## src/verilog/adm_params.svh

```systemverilog
`ifndef ADM_PARAMS_SVH
`define ADM_PARAMS_SVH

`define ADM_CLK_PERIOD_NS 50
`define ADM_REC_POINTS 64
`define ADM_IDX_W 6
`define ADM_SMP_W 8
`define ADM_SUM_W 24
`define ADM_ACC_W 16
`define ADM_DIV_W 32
`define ADM_DIV_STEPS 6'h1f
`define ADM_RES_BASE 4'h8
`define ADM_RES_MAX 4'hf
`define ADM_RES_DOUBLINGS 14
// Time base from which resolution doublings are counted, in ns per division.
`define ADM_TB_LIMIT_NS 32'h000001f4
// Reference rate for the external clock resolution figure, in Hz.
`define ADM_EXT_REF_HZ 32'h05f5e100
`define ADM_MODE_RST 3'h0

`endif

```

## src/verilog/adm_pkg.sv

```systemverilog
package adm_pkg;

   typedef enum logic [2:0] {
      ADM_SAMPLE = 3'h0,
      ADM_PEAK = 3'h1,
      ADM_HIRES = 3'h2,
      ADM_ENV = 3'h3,
      ADM_AVG = 3'h4
   } adm_mode_e;

   typedef enum logic [2:0] {
      ADM_S_IDLE = 3'h0,
      ADM_S_SETUP = 3'h1,
      ADM_S_ARM = 3'h3,
      ADM_S_ACQ = 3'h2,
      ADM_S_DRAIN = 3'h6
   } adm_state_e;

   function automatic logic [7:0] adm_max8(input logic [7:0] a, input logic [7:0] b);
      adm_max8 = (a > b) ? a : b;
   endfunction : adm_max8

   function automatic logic [7:0] adm_min8(input logic [7:0] a, input logic [7:0] b);
      adm_min8 = (a < b) ? a : b;
   endfunction : adm_min8

endpackage : adm_pkg

```

## src/verilog/adm_acq_decimator.sv

```systemverilog
`timescale 1ns/100ps
`include "adm_params.svh"

module adm_acq_decimator (
   input wire logic clk_i,
   input wire logic reset_i,
   input wire logic clk_en_i,
   input wire adm_pkg::adm_mode_e mode_i,
   input wire logic [7:0] acq_count_i,
   input wire logic [15:0] record_span_i,
   input wire logic [6:0] record_points_i,
   input wire logic [31:0] tb_ns_per_div_i,
   input wire logic needs_interp_i,
   input wire logic ext_clk_en_i,
   input wire logic [31:0] external_clock_setting_i,
   input wire logic start_i,
   input wire logic trigger_i,
   input wire logic sample_valid_i,
   input wire logic [7:0] sample_i,
   output logic point_valid_o,
   output logic [5:0] point_index_o,
   output logic [14:0] point_data_o,
   output logic seq_done_o,
   output logic busy_o,
   output logic [7:0] acq_done_count_o,
   output adm_pkg::adm_mode_e eff_mode_o,
   output logic [3:0] res_bits_o,
   output logic scroll_inhibit_o
);
   import adm_pkg::*;

   // Adds one bit per two whole doublings of num over den, capped at the useful range.
   function automatic logic [3:0] adm_res_bits(input logic [31:0] num, input logic [31:0] den);
      logic [4:0] k;
      k = 5'h00;
      for (int i = 1; i <= `ADM_RES_DOUBLINGS; i++) begin
         if ({16'h0000, num} >= ({16'h0000, den} << i)) begin
            k = 5'(i);
         end
      end
      adm_res_bits = `ADM_RES_BASE + 4'(k[4:1]);
   endfunction : adm_res_bits

   adm_state_e state_q;
   adm_mode_e mode_q;
   logic [7:0] count_q;
   logic [15:0] interval_q;
   logic [15:0] smp_cnt_q;
   logic [5:0] idx_q;
   logic [5:0] pend_idx_q;
   logic [7:0] first_q;
   logic [7:0] hi_q;
   logic [7:0] lo_q;
   logic [`ADM_SUM_W-1:0] sum_q;
   logic [7:0] acq_cnt_q;
   logic point_valid_q;
   logic [5:0] point_index_q;
   logic [14:0] point_data_q;
   logic seq_done_q;
   logic setup_live_q;
   logic point_live_q;

   logic div_busy;
   logic div_done;
   logic [`ADM_DIV_W-1:0] div_quot;
   logic [7:0] st_ext;
   logic [`ADM_ACC_W-1:0] st_sum;

   // Mode decode; the selected mode itself is never altered.
   wire logic tb_fast = !ext_clk_en_i && (tb_ns_per_div_i < `ADM_TB_LIMIT_NS);
   wire logic peak_fb = (mode_q == ADM_PEAK) && (tb_fast || needs_interp_i);
   wire logic hires_fb = (mode_q == ADM_HIRES) && needs_interp_i;
   wire adm_mode_e eff_mode = (peak_fb || hires_fb) ? ADM_SAMPLE : mode_q;
   wire logic multi_acq = (mode_q == ADM_ENV) || (mode_q == ADM_AVG);
   wire logic is_hires = eff_mode == ADM_HIRES;
   wire logic is_avg = eff_mode == ADM_AVG;
   wire logic is_env = eff_mode == ADM_ENV;

   // The external clock figure assumes the source never runs above its setting.
   wire logic [3:0] res_int = adm_res_bits(tb_ns_per_div_i, `ADM_TB_LIMIT_NS);
   wire logic [3:0] res_ext = adm_res_bits(`ADM_EXT_REF_HZ, external_clock_setting_i);
   wire logic [3:0] res_raw = ext_clk_en_i ? res_ext : res_int;
   wire logic [3:0] res_bits = (res_raw > `ADM_RES_MAX) ? `ADM_RES_MAX : res_raw;
   wire logic [3:0] res_shift = is_hires ? res_bits - `ADM_RES_BASE : 4'h0;

   wire logic cfg_change = (mode_i != mode_q) || (acq_count_i != count_q);
   wire logic [7:0] target = (multi_acq && acq_count_i != 8'h00) ? count_q : 8'h01;
   wire logic [6:0] pts_clamp = (record_points_i > 7'h40) ? 7'h40 : record_points_i;
   wire logic [5:0] pts_last = (pts_clamp == 7'h00) ? 6'h00 : 6'(pts_clamp - 7'h01);

   // Per-interval running values, including the sample of this cycle.
   wire logic smp_first = smp_cnt_q == 16'h0000;
   wire logic in_acq = (state_q == ADM_S_ACQ) && sample_valid_i;
   wire logic [7:0] first_n = smp_first ? sample_i : first_q;
   wire logic [7:0] hi_n = smp_first ? sample_i : adm_max8(hi_q, sample_i);
   wire logic [7:0] lo_n = smp_first ? sample_i : adm_min8(lo_q, sample_i);
   wire logic [`ADM_SUM_W-1:0] sum_n = smp_first ? {16'h0000, sample_i} : sum_q + {16'h0000, sample_i};
   wire logic [7:0] peak_val = idx_q[0] ? lo_n : hi_n;
   wire logic int_end = in_acq && (smp_cnt_q == interval_q - 16'h0001);
   wire logic rec_end = int_end && (idx_q == pts_last);

   wire logic st_upd = int_end && (is_env || is_avg);
   wire logic [7:0] st_val = is_env ? peak_val : first_n;

   // Divider serves interval setup, interval means and record averages in turn.
   wire logic setup_go = (state_q == ADM_S_IDLE) && start_i && !cfg_change;
   // A setup refused by a divider still busy from an aborted record is retried until taken.
   wire logic setup_div = setup_go || ((state_q == ADM_S_SETUP) && !setup_live_q);
   wire logic point_div = int_end && (is_hires || is_avg);
   wire logic div_start = setup_div || point_div;
   wire logic div_take = div_start && !div_busy && !cfg_change;
   wire logic [31:0] hires_num = {8'h00, sum_n} << res_shift;
   wire logic [31:0] div_num = setup_div ? {16'h0000, record_span_i} : is_hires ? hires_num : {16'h0000, st_sum};
   wire logic [31:0] div_den = setup_div ? {25'h0, pts_clamp} : is_hires ? {16'h0000, interval_q}
                               : {24'h000000, acq_cnt_q + 8'h01};

   wire logic [7:0] direct_val = is_env ? st_ext : (eff_mode == ADM_PEAK) ? peak_val : first_n;
   wire logic direct_emit = int_end && !is_hires && !is_avg;
   wire logic point_from_div = div_done && point_live_q;
   wire logic [14:0] div_point = (div_quot[31:15] != 17'h0) ? 15'h7fff : div_quot[14:0];
   wire logic [15:0] new_interval = (div_quot[31:16] != 16'h0) ? 16'hffff
                                    : (div_quot[15:0] == 16'h0) ? 16'h0001 : div_quot[15:0];

   adm_divider u_div (
      .clk_i(clk_i),
      .reset_i(reset_i),
      .clk_en_i(clk_en_i),
      .start_i(div_start),
      .num_i(div_num),
      .den_i(div_den),
      .busy_o(div_busy),
      .done_o(div_done),
      .quot_o(div_quot)
   );

   adm_point_store u_store (
      .clk_i(clk_i),
      .reset_i(reset_i),
      .clk_en_i(clk_en_i),
      .clr_i(cfg_change || setup_go),
      .upd_i(st_upd),
      .first_i(acq_cnt_q == 8'h00),
      .keep_max_i(!idx_q[0]),
      .idx_i(idx_q),
      .val_i(st_val),
      .ext_o(st_ext),
      .sum_o(st_sum)
   );

   // Configuration tracking; reset leaves the block in sample mode.
   always_ff @(posedge clk_i) begin
      if (reset_i) begin
         mode_q <= ADM_SAMPLE;
         count_q <= 8'h00;
      end else if (clk_en_i) begin
         mode_q <= mode_i;
         count_q <= acq_count_i;
      end
   end

   // Sequencer.
   always_ff @(posedge clk_i) begin
      if (reset_i) begin
         state_q <= ADM_S_IDLE;
         interval_q <= 16'h0001;
         acq_cnt_q <= 8'h00;
         seq_done_q <= 1'b0;
      end else if (clk_en_i) begin
         seq_done_q <= 1'b0;
         if (cfg_change) begin
            state_q <= ADM_S_IDLE;
            acq_cnt_q <= 8'h00;
         end else begin
            unique case (state_q)
               ADM_S_IDLE: begin
                  if (setup_go) begin
                     state_q <= ADM_S_SETUP;
                     acq_cnt_q <= 8'h00;
                  end
               end
               ADM_S_SETUP: begin
                  if (div_done && setup_live_q) begin
                     interval_q <= new_interval;
                     state_q <= ADM_S_ARM;
                  end
               end
               ADM_S_ARM: begin
                  if (trigger_i) begin
                     state_q <= ADM_S_ACQ;
                  end
               end
               ADM_S_ACQ: begin
                  if (rec_end) begin
                     state_q <= ADM_S_DRAIN;
                  end
               end
               ADM_S_DRAIN: begin
                  if (!div_busy) begin
                     acq_cnt_q <= acq_cnt_q + 8'h01;
                     if (acq_cnt_q + 8'h01 >= target) begin
                        state_q <= ADM_S_IDLE;
                        seq_done_q <= 1'b1;
                     end else begin
                        state_q <= ADM_S_ARM;
                     end
                  end
               end
               default: state_q <= ADM_S_IDLE;
            endcase
         end
      end
   end

   // Interval accumulation; a new record always starts at point zero.
   always_ff @(posedge clk_i) begin
      if (reset_i) begin
         smp_cnt_q <= 16'h0000;
         idx_q <= 6'h00;
         first_q <= 8'h00;
         hi_q <= 8'h00;
         lo_q <= 8'h00;
         sum_q <= '0;
      end else if (clk_en_i) begin
         if (state_q != ADM_S_ACQ) begin
            smp_cnt_q <= 16'h0000;
            idx_q <= 6'h00;
         end else if (in_acq) begin
            first_q <= first_n;
            hi_q <= hi_n;
            lo_q <= lo_n;
            sum_q <= sum_n;
            if (int_end) begin
               smp_cnt_q <= 16'h0000;
               idx_q <= idx_q + 6'h01;
            end else begin
               smp_cnt_q <= smp_cnt_q + 16'h0001;
            end
         end
      end
   end

   // Ownership of the running divide; a result nobody owns is dropped, and a new take beats the clear.
   always_ff @(posedge clk_i) begin
      if (reset_i) begin
         setup_live_q <= 1'b0;
         point_live_q <= 1'b0;
         pend_idx_q <= 6'h00;
      end else if (clk_en_i) begin
         if (div_take) begin
            setup_live_q <= setup_div;
            point_live_q <= point_div;
            pend_idx_q <= idx_q;
         end else if (cfg_change || div_done) begin
            setup_live_q <= 1'b0;
            point_live_q <= 1'b0;
         end
      end
   end

   // Point output; divided results carry the index saved when they started.
   always_ff @(posedge clk_i) begin
      if (reset_i) begin
         point_valid_q <= 1'b0;
         point_index_q <= 6'h00;
         point_data_q <= 15'h0000;
      end else if (clk_en_i) begin
         point_valid_q <= direct_emit || point_from_div;
         if (direct_emit) begin
            point_index_q <= idx_q;
            point_data_q <= {7'h00, direct_val};
         end else if (point_from_div) begin
            point_index_q <= pend_idx_q;
            point_data_q <= div_point;
         end
      end
   end

   assign point_valid_o = point_valid_q;
   assign point_index_o = point_index_q;
   assign point_data_o = point_data_q;
   assign seq_done_o = seq_done_q;
   assign busy_o = state_q != ADM_S_IDLE;
   assign acq_done_count_o = acq_cnt_q;
   assign eff_mode_o = eff_mode;
   assign res_bits_o = is_hires ? res_bits : `ADM_RES_BASE;
   assign scroll_inhibit_o = multi_acq;
endmodule : adm_acq_decimator

```

## src/verilog/adm_divider.sv

```systemverilog
`timescale 1ns/100ps
`include "adm_params.svh"

module adm_divider (
   input wire logic clk_i,
   input wire logic reset_i,
   input wire logic clk_en_i,
   input wire logic start_i,
   input wire logic [`ADM_DIV_W-1:0] num_i,
   input wire logic [`ADM_DIV_W-1:0] den_i,
   output logic busy_o,
   output logic done_o,
   output logic [`ADM_DIV_W-1:0] quot_o
);
   import adm_pkg::*;

   logic [`ADM_DIV_W:0] rem_q;
   logic [`ADM_DIV_W-1:0] quo_q;
   logic [`ADM_DIV_W-1:0] den_q;
   logic [5:0] cnt_q;
   logic busy_q;
   logic done_q;
   wire logic [`ADM_DIV_W:0] rem_shift = {rem_q[`ADM_DIV_W-1:0], quo_q[`ADM_DIV_W-1]};
   wire logic fits = rem_shift >= {1'b0, den_q};

   // A zero divisor yields all ones, which callers treat as saturation.
   always_ff @(posedge clk_i) begin
      if (reset_i) begin
         rem_q <= '0;
         quo_q <= '0;
         den_q <= '0;
         cnt_q <= 6'h00;
         busy_q <= 1'b0;
         done_q <= 1'b0;
      end else if (clk_en_i) begin
         done_q <= 1'b0;
         if (start_i && !busy_q) begin
            rem_q <= '0;
            quo_q <= num_i;
            den_q <= den_i;
            cnt_q <= 6'h00;
            busy_q <= 1'b1;
         end else if (busy_q) begin
            rem_q <= fits ? rem_shift - {1'b0, den_q} : rem_shift;
            quo_q <= {quo_q[`ADM_DIV_W-2:0], fits};
            cnt_q <= cnt_q + 6'h01;
            if (cnt_q == `ADM_DIV_STEPS) begin
               busy_q <= 1'b0;
               done_q <= 1'b1;
            end
         end
      end
   end

   assign busy_o = busy_q;
   assign done_o = done_q;
   assign quot_o = quo_q;
endmodule : adm_divider

```

## src/verilog/adm_point_store.sv

```systemverilog
`timescale 1ns/100ps
`include "adm_params.svh"

module adm_point_store (
   input wire logic clk_i,
   input wire logic reset_i,
   input wire logic clk_en_i,
   input wire logic clr_i,
   input wire logic upd_i,
   input wire logic first_i,
   input wire logic keep_max_i,
   input wire logic [`ADM_IDX_W-1:0] idx_i,
   input wire logic [`ADM_SMP_W-1:0] val_i,
   output logic [`ADM_SMP_W-1:0] ext_o,
   output logic [`ADM_ACC_W-1:0] sum_o
);
   import adm_pkg::*;

   logic [`ADM_SMP_W-1:0] ext_q [`ADM_REC_POINTS];
   logic [`ADM_ACC_W-1:0] sum_q [`ADM_REC_POINTS];
   wire logic [`ADM_SMP_W-1:0] old_ext = ext_q[idx_i];
   wire logic [`ADM_SMP_W-1:0] kept = keep_max_i ? adm_max8(old_ext, val_i) : adm_min8(old_ext, val_i);

   // The first acquisition overwrites, so stale data can never leak in.
   assign ext_o = first_i ? val_i : kept;
   assign sum_o = first_i ? {8'h00, val_i} : sum_q[idx_i] + {8'h00, val_i};

   always_ff @(posedge clk_i) begin
      if (reset_i || (clk_en_i && clr_i)) begin
         for (int i = 0; i < `ADM_REC_POINTS; i++) begin
            ext_q[i] <= '0;
            sum_q[i] <= '0;
         end
      end else if (clk_en_i && upd_i) begin
         ext_q[idx_i] <= ext_o;
         sum_q[idx_i] <= sum_o;
      end
   end
endmodule : adm_point_store
```

## config.mk

```make
export PLATFORM = sky130hd
export DESIGN_NAME = adm_acq_decimator
export DESIGN_NICKNAME = d
export VERILOG_FILES = /design/src/verilog/adm_pkg.sv /design/src/verilog/adm_acq_decimator.sv /design/src/verilog/adm_divider.sv /design/src/verilog/adm_point_store.sv
export VERILOG_INCLUDE_DIRS = /design/src /design/src/verilog
export SDC_FILE = /design/constraint.sdc
export NUM_CORES = 2
export LEC_CHECK = 0
export BUFFER_PORTS_ARGS = -buffer_cell sky130_fd_sc_hd__buf_2
export CELL_PAD_IN_SITES_DETAIL_PLACEMENT = 0
export CELL_PAD_IN_SITES_GLOBAL_PLACEMENT = 1
export CORE_ASPECT_RATIO = 0.8
export CORE_UTILIZATION = 47
export DETAILED_ROUTE_END_ITERATION = 16
export GPL_TIMING_DRIVEN = 0
export PLACE_DENSITY_LB_ADDON = 0.1
export SYNTH_ARGS = -nofsm -noshare
export SYNTH_HDL_FRONTEND = slang
export SYNTH_SLANG_ARGS = --single-unit
```

## constraint.sdc

```tcl
create_clock -name clk_i -period 6.15 [get_ports clk_i]
set_input_delay 0.615 -clock clk_i [delete_from_list [all_inputs] [get_ports clk_i]]
set_output_delay 0.615 -clock clk_i [all_outputs]
set_load 0.1 [all_outputs]
```

Word level (Yosys, flattened, before mapping)

Memory sizes are Yosys's and may differ from the RTL's. A register that Yosys moved wholly into a read port is not among the register bits.
Cells that the tools add are included.

Bits in registers: 243
Memory bits (writable): 1536
Input port bits: 114
Output and inout bits: 40
Logic and storage cells: 282
Memories kept: 2

$add $sub $neg: 12
Magnitude comparators: 37
Equal/unequal tests: 23
Shift-type cells: 1
Muxes and demuxes: 115
Bitwise operators: 2
Reductions and logical operators: 66

Memory list:

| memory        | depth | bits a word | rd ports | clocked after memory_dff | write ports | RTL line              | source |
|---|---|---|---|---|---|---|---|
| u_store.sum_q | 64    | 16          | 1        | 1                        | 64          | adm_point_store.sv:20 | `` logic [`ADM_ACC_W-1:0] sum_q [`ADM_REC_POINTS]; `` |
| u_store.ext_q | 64    | 8           | 1        | 1                        | 64          | adm_point_store.sv:19 | `` logic [`ADM_SMP_W-1:0] ext_q [`ADM_REC_POINTS]; `` |

Operators with widths:

| operator                                                                              | count |
|---|---|
| 32-bit two-way mux                                                                    | 7 |
| 16-bit two-way mux                                                                    | 9 |
| 8-bit two-way mux                                                                     | 18 |
| 6-bit two-way mux                                                                     | 14 |
| 5-bit two-way mux                                                                     | 13 |
| 27-bit by 46-bit greater-or-equal comparator with 1-bit output, first input constant  | 1 |
| 27-bit by 45-bit greater-or-equal comparator with 1-bit output, first input constant  | 1 |
| 15-bit two-way mux                                                                    | 3 |
| 27-bit by 44-bit greater-or-equal comparator with 1-bit output, first input constant  | 1 |
| 4-bit two-way mux                                                                     | 11 |
| 27-bit by 43-bit greater-or-equal comparator with 1-bit output, first input constant  | 1 |
| 27-bit by 42-bit greater-or-equal comparator with 1-bit output, first input constant  | 1 |
| 27-bit by 41-bit greater-or-equal comparator with 1-bit output, first input constant  | 1 |
| 27-bit by 40-bit greater-or-equal comparator with 1-bit output, first input constant  | 1 |
| 27-bit by 39-bit greater-or-equal comparator with 1-bit output, first input constant  | 1 |
| 27-bit by 38-bit greater-or-equal comparator with 1-bit output, first input constant  | 1 |
| 27-bit by 37-bit greater-or-equal comparator with 1-bit output, first input constant  | 1 |
| 27-bit by 36-bit greater-or-equal comparator with 1-bit output, first input constant  | 1 |
| 27-bit by 35-bit greater-or-equal comparator with 1-bit output, first input constant  | 1 |
| 27-bit by 34-bit greater-or-equal comparator with 1-bit output, first input constant  | 1 |
| 27-bit by 33-bit greater-or-equal comparator with 1-bit output, first input constant  | 1 |
| 33-bit by 32-bit greater-or-equal comparator with 1-bit output                        | 1 |
| 3-bit two-way mux                                                                     | 11 |
| 32-bit by 10-bit greater-or-equal comparator with 1-bit output, second input constant | 1 |
| other kinds (65)                                                                      | 154 |

Depth between registers and ports, before layout

Word-level depth: 25
Mapped depth: 23

Hierarchy

From an unflattened synthesis, not the netlist that was laid out.

Cells, all modules: 7577
Area, all modules: 84989.0 um^2

Modules (own cells, without submodules):

| module            | instances | cells an instance | area an instance (um^2) | seq. area each (um^2) |
|---|---|---|---|---|
| adm_point_store   | 1         | 5308              | 67872.6                 | 46124.2 |
| adm_acq_decimator | 1         | 1512              | 11145.7                 | 2782.7 |
| adm_divider       | 1         | 757               | 5970.7                  | 2082.0 |

Least setup slack after synthesis

No wires, ideal clock.

Path kind: reg2reg
Start: reg with a tool-made name
End: reg u_div.quo_q[12], in the netlist u_div.quot_o[12]
Data arrival time: 6.383 ns
Data required time: 6.019 ns
Setup slack: -0.364 ns
Stages on the path, launching flop included: 24
Path through: dfxtp_1 -> buf_2 -> buf_4 -> buf_4 -> buf_4 -> buf_2 -> buf_2 -> buf_2 -> buf_2 -> mux4_2 -> mux4_2 -> mux4_2 -> ha_1 -> fa_1 -> a21o_1 -> a211o_1 -> a2111oi_0 -> or3_1 -> a21oi_1 -> nor3b_1 -> xnor2_1 -> a221o_1 -> a211oi_1 -> o22ai_1

RTL lines:

| item                 | RTL line          | source |
|---|---|---|
| end signal, assigned | adm_divider.sv:39 | `quo_q <= num_i;` |
| end signal, assigned | adm_divider.sv:45 | `` quo_q <= {quo_q[`ADM_DIV_W-2:0], fits}; `` |
| end, declared        | adm_divider.sv:18 | `` logic [`ADM_DIV_W-1:0] quo_q; `` |

==> run_results.csv <==
group,metric,value,unit
die,initial_core_util,47.6,%
global_routing,grtUsageMet3,14.1,%
timing,tns,-66.21,ns
timing,clock_skew,0.0447,ns
synthesis,synth_async_sr_flop_share,0,%
die,num_io_pins,154,
synthesis,seq_area_frac_synth,61.8,%
clock_tree,cts-hold-fix-buffers,0,
critical_path,end_kind,"flop",
global_routing,grt_pass1_vias,55261,
clock_tree,cts_buffers,179,
power,cellLeakagePower,33.8,nW
synthesis,synth_nets,6592,
global_routing,use_met2,47.7,%
final_layout,nFillCells,14415,
routing,drtIter0Drc,9260,
synthesis,ys_warn_count,0,
run_status,violations,"capacitance limit, slew limit, setup timing",
synthesis,yosys.area.top_type,"edfxtp_1",
routing,first_pass_iters,6,
final_layout,nNetsFinal,7053,
timing,fmax,157,MHz
critical_path,slowest_stage,"mux4_2",
critical_path,crit_path_start_kind,"flop",
routing,postRouteWirelength,317000,µm
clock_tree,cts_root_buf,"clkbuf_16",
final_layout,area_growth,17.0,%
routing,drc,0,
timing,setup_violations,775,
clock_tree,cts_tree,"done",
global_routing,grtUsageTotal,35.6,%
hold_path,min_path_type,"in2reg",
critical_path,critPathKind,"reg2reg",
timing,worst_pin_slew,1.52,ns
routing,routedWlPerCell,34.1,µm
synthesis,synth_edf_count,1536,
timing,fin_crit_sh,104,%
die,core,0.173,mm²
critical_path,crit_buf_inv,8,
routing,vias,59353,
global_routing,grt_max_degree,25,
die,die_h,376,µm
run_status,outcome,"complete, but fails checks",
final_layout,final_core_util,55.7,%
final_layout,drive_above_1_share,22.8,%
critical_path,critPathTopFamily,"multiplexers",
die,fp.dieArea,0.177,mm²
clock_tree,cts_sinks,1769,
critical_path,arrival,7.05,ns
critical_path,crit_chain,"buf_8 -> buf_16 -> buf_16 -> buf_12 -> clkbuf_16 -> buf_16 -> mux4_2 -> mux4_2 -> mux4_2 -> ha_4 -> fa_2 -> a21o_1 -> a211o_1 -> a2111oi_4 -> or3_4 -> a21oi_4 -> buf_6 -> and3_4 -> xor2_4 -> nand2_8 -> buf_8 -> nor2_1",
synthesis,synthTopCellsByArea,"edfxtp_1 56%, mux4_2 13%, nor2_1 8.3%",
die,num_rows,136,
clock_tree,clk_latency,0.85,ns
timing,slew_headroom,-1.65,%
die,fp.dieW,469,µm
timing,timing.final.crit_period,6.38,ns
clock_tree,h-tree-depth,4,
clock_tree,clk_pin_slew,0.06,ns
place,hpwl,224000,µm
critical_path,cpPeakStageDelay,0.70,ns
timing,rsz0062_at_grt,"yes",
global_routing,grt.met1_usage,51.6,%
synthesis,syn_area,0.0822,mm²
synthesis,synth.avg_cell_area,12.8,µm²
global_routing,grt_pass1_wl,435000,µm
global_routing,antenna_found_initial,24,
critical_path,cp_max_fo,6,
global_routing,top_usage_layer,"met1",
clock_tree,cts.path.max_buffers,3,
timing,finalHoldViolCount,0,
synthesis,synthesis.instances,6404,
place,portBuffers,149,
routing,viasPerCell,6.39,
power,ir_drop,0.000262,V
synthesis,ys_types,88,
timing,setup_slack,-0.232,ns
flow_run,drv_cap,3,
place,gp_congestion,1.03,
timing,drv_slew,33,
power,powerDensity,276,mW/mm²
routing,ant_nets,0,
synthesis,synthFlopType,"edfxtp_1",
global_routing,grt_overflow,0,
synthesis,synth-seq-cells,1769,
synthesis,synth_top_area_share,56.1,%
critical_path,cp.required,6.82,ns
==> timing repair <==
| item | CTS | global route |
|---|---|---|
| cloned | 17 | 3 |
| pin swaps | 19 | 16 |
| endpoints found under the setup margin | 2680 | 2703 |
| setup buffers | 58 | 47 |
| resized for setup | 527 | 254 |
==> where the power goes <==
part	total (W)	internal (W)	switching [W]	leakage [nW]
registers	0.0137	0.0135	0.000149	18.6
clock network	0.0113	0.00635	0.00495	2.87
logic	0.00154	0.000459	0.00108	12.3
==> worst reg2reg max path, cell delays in order, from the launching register on <==
cell       delay, ns
dfxtp_2         0.34
buf_8           0.13
buf_16          0.12
buf_16          0.12
buf_12          0.14
clkbuf_16       0.20
buf_16          0.20
mux4_2          0.62
mux4_2          0.61
mux4_2          0.70
ha_4            0.26
fa_2            0.38
a21o_1          0.18
a211o_1         0.34
a2111oi_4       0.35
or3_4           0.21
a21oi_4         0.04
buf_6           0.16
and3_4          0.16
xor2_4          0.39
nand2_8         0.21
buf_8           0.24
nor2_1          0.11
==> layout make-up <==
type                       instances  area (µm²)  area share, %
multi-input combinational       4021       30200           31.4
buffer                           532        3720           3.86
antenna                            8        20.0         0.0208
clock inverter                   102        1060           1.10
sequential                      1769       50800           52.8
inverter                          77         289          0.301
timing repair buffer             285        2470           2.57
clock buffer                     224        4810           5.01
tap                             2277        2850           2.96
==> logic make-up after synthesis <==
| family | synth area share [%] |
|---|---|
| and+or+nand+nor | 13.3 |
| DFF | 61.8 |
| AOI/OAI and AO/OA | 5.03 |
| buffers and inverters | 3.09 |
| muxes | 14.4 |
| xor gates and xnor gates | 1.28 |
| adders and majority gates | 1.15 |
| other | 0.00456 |
==> cells in the final DEF, fill, tap and decap left out, types with 68 or more instances in the layout <==
cell type and count:
nor2_1 1712, edfxtp_1 1536, mux4_2 469, nand2_1 316, buf_2 247, clkbuf_1 246
dfxtp_1 230, clkbuf_16 200, a21oi_1 158, mux2i_1 101, o21ai_0 99, buf_4 97
nor2_4 90, nand2_2 73, inv_1 72, nor3_1 68, ha_1 68
==> sequential cells by signal (all words and copies together), names as in the netlist, 6 cells and up, named ones only <==
register and flops:
hi_q 8, u_div.quot_o 32, count_q 8, acq_done_count_o 8, sum_q 24, u_store.ext_q 512, idx_q 6, interval_q 16
lo_q 8, pend_idx_q 6, point_index_o 6, point_data_o 15, u_div.den_q 16, u_store.sum_q 1024, u_div.cnt_q 6, smp_cnt_q 16
u_div.rem_q 32, first_q 8
==> cell usage after synthesis, drive strengths merged, types with 71 or more instances <==
| master | number |
|---|---|
| nor2 | 1817 |
| edfxtp | 1536 |
| mux4 | 469 |
| nand2 | 408 |
| clkbuf | 330 |
| dfxtp | 233 |
| buf | 209 |
| a21oi | 163 |
| o21ai | 110 |
| mux2i | 102 |
| inv | 74 |
| nor3 | 72 |
| ha | 71 |
==> per-layer routing <==
| layer | vias to the layer above | share of wire (%) |
|---|---|---|
| met5 | - | 0.040 |
| met4 | 20 | 4.2 |
| met3 | 558 | 15 |
| met2 | 3716 | 40 |
| met1 | 30558 | 41 |
| li1 | 24501 | - |
==> per-stage QoR <==
step	total power [W]	cell area, µm²	setup slack [ns]	hold slack, ns	instances
floorplan	0.0146	82200	0.00947	0.408	6404
global placement	0.0153	85800	-5.37	0.420	8830
detailed placement	0.0153	86200	-4.54	0.427	8845
CTS	0.0264	94900	-0.322	0.00231	9243
global route	0.0270	96200	-0.248	0.0482	9290
finish	0.0265	96200	-0.232	0.0582	9295
==> worst paths after layout <==
| check | from | to | slack [ns] | depth (start not counted) |
|---|---|---|---|---|
| worst max-delay path | flop | u_store.sum_q[8][14]$_SDFFCE_PN0P_ | -0.23 | 22 |
| worst min-delay path | mode_i[0] | mode_q[0]$_SDFFE_PP0P_ | 0.06 | 3 |
| worst max register to register | flop | u_store.sum_q[8][14]$_SDFFCE_PN0P_ | -0.23 | 22 |
| worst min register to register | point_live_q$_SDFFE_PP0P_ | point_live_q$_SDFFE_PP0P_ | 0.44 | 2 |
No activity file was read; power rests on OpenSTA's default activity.
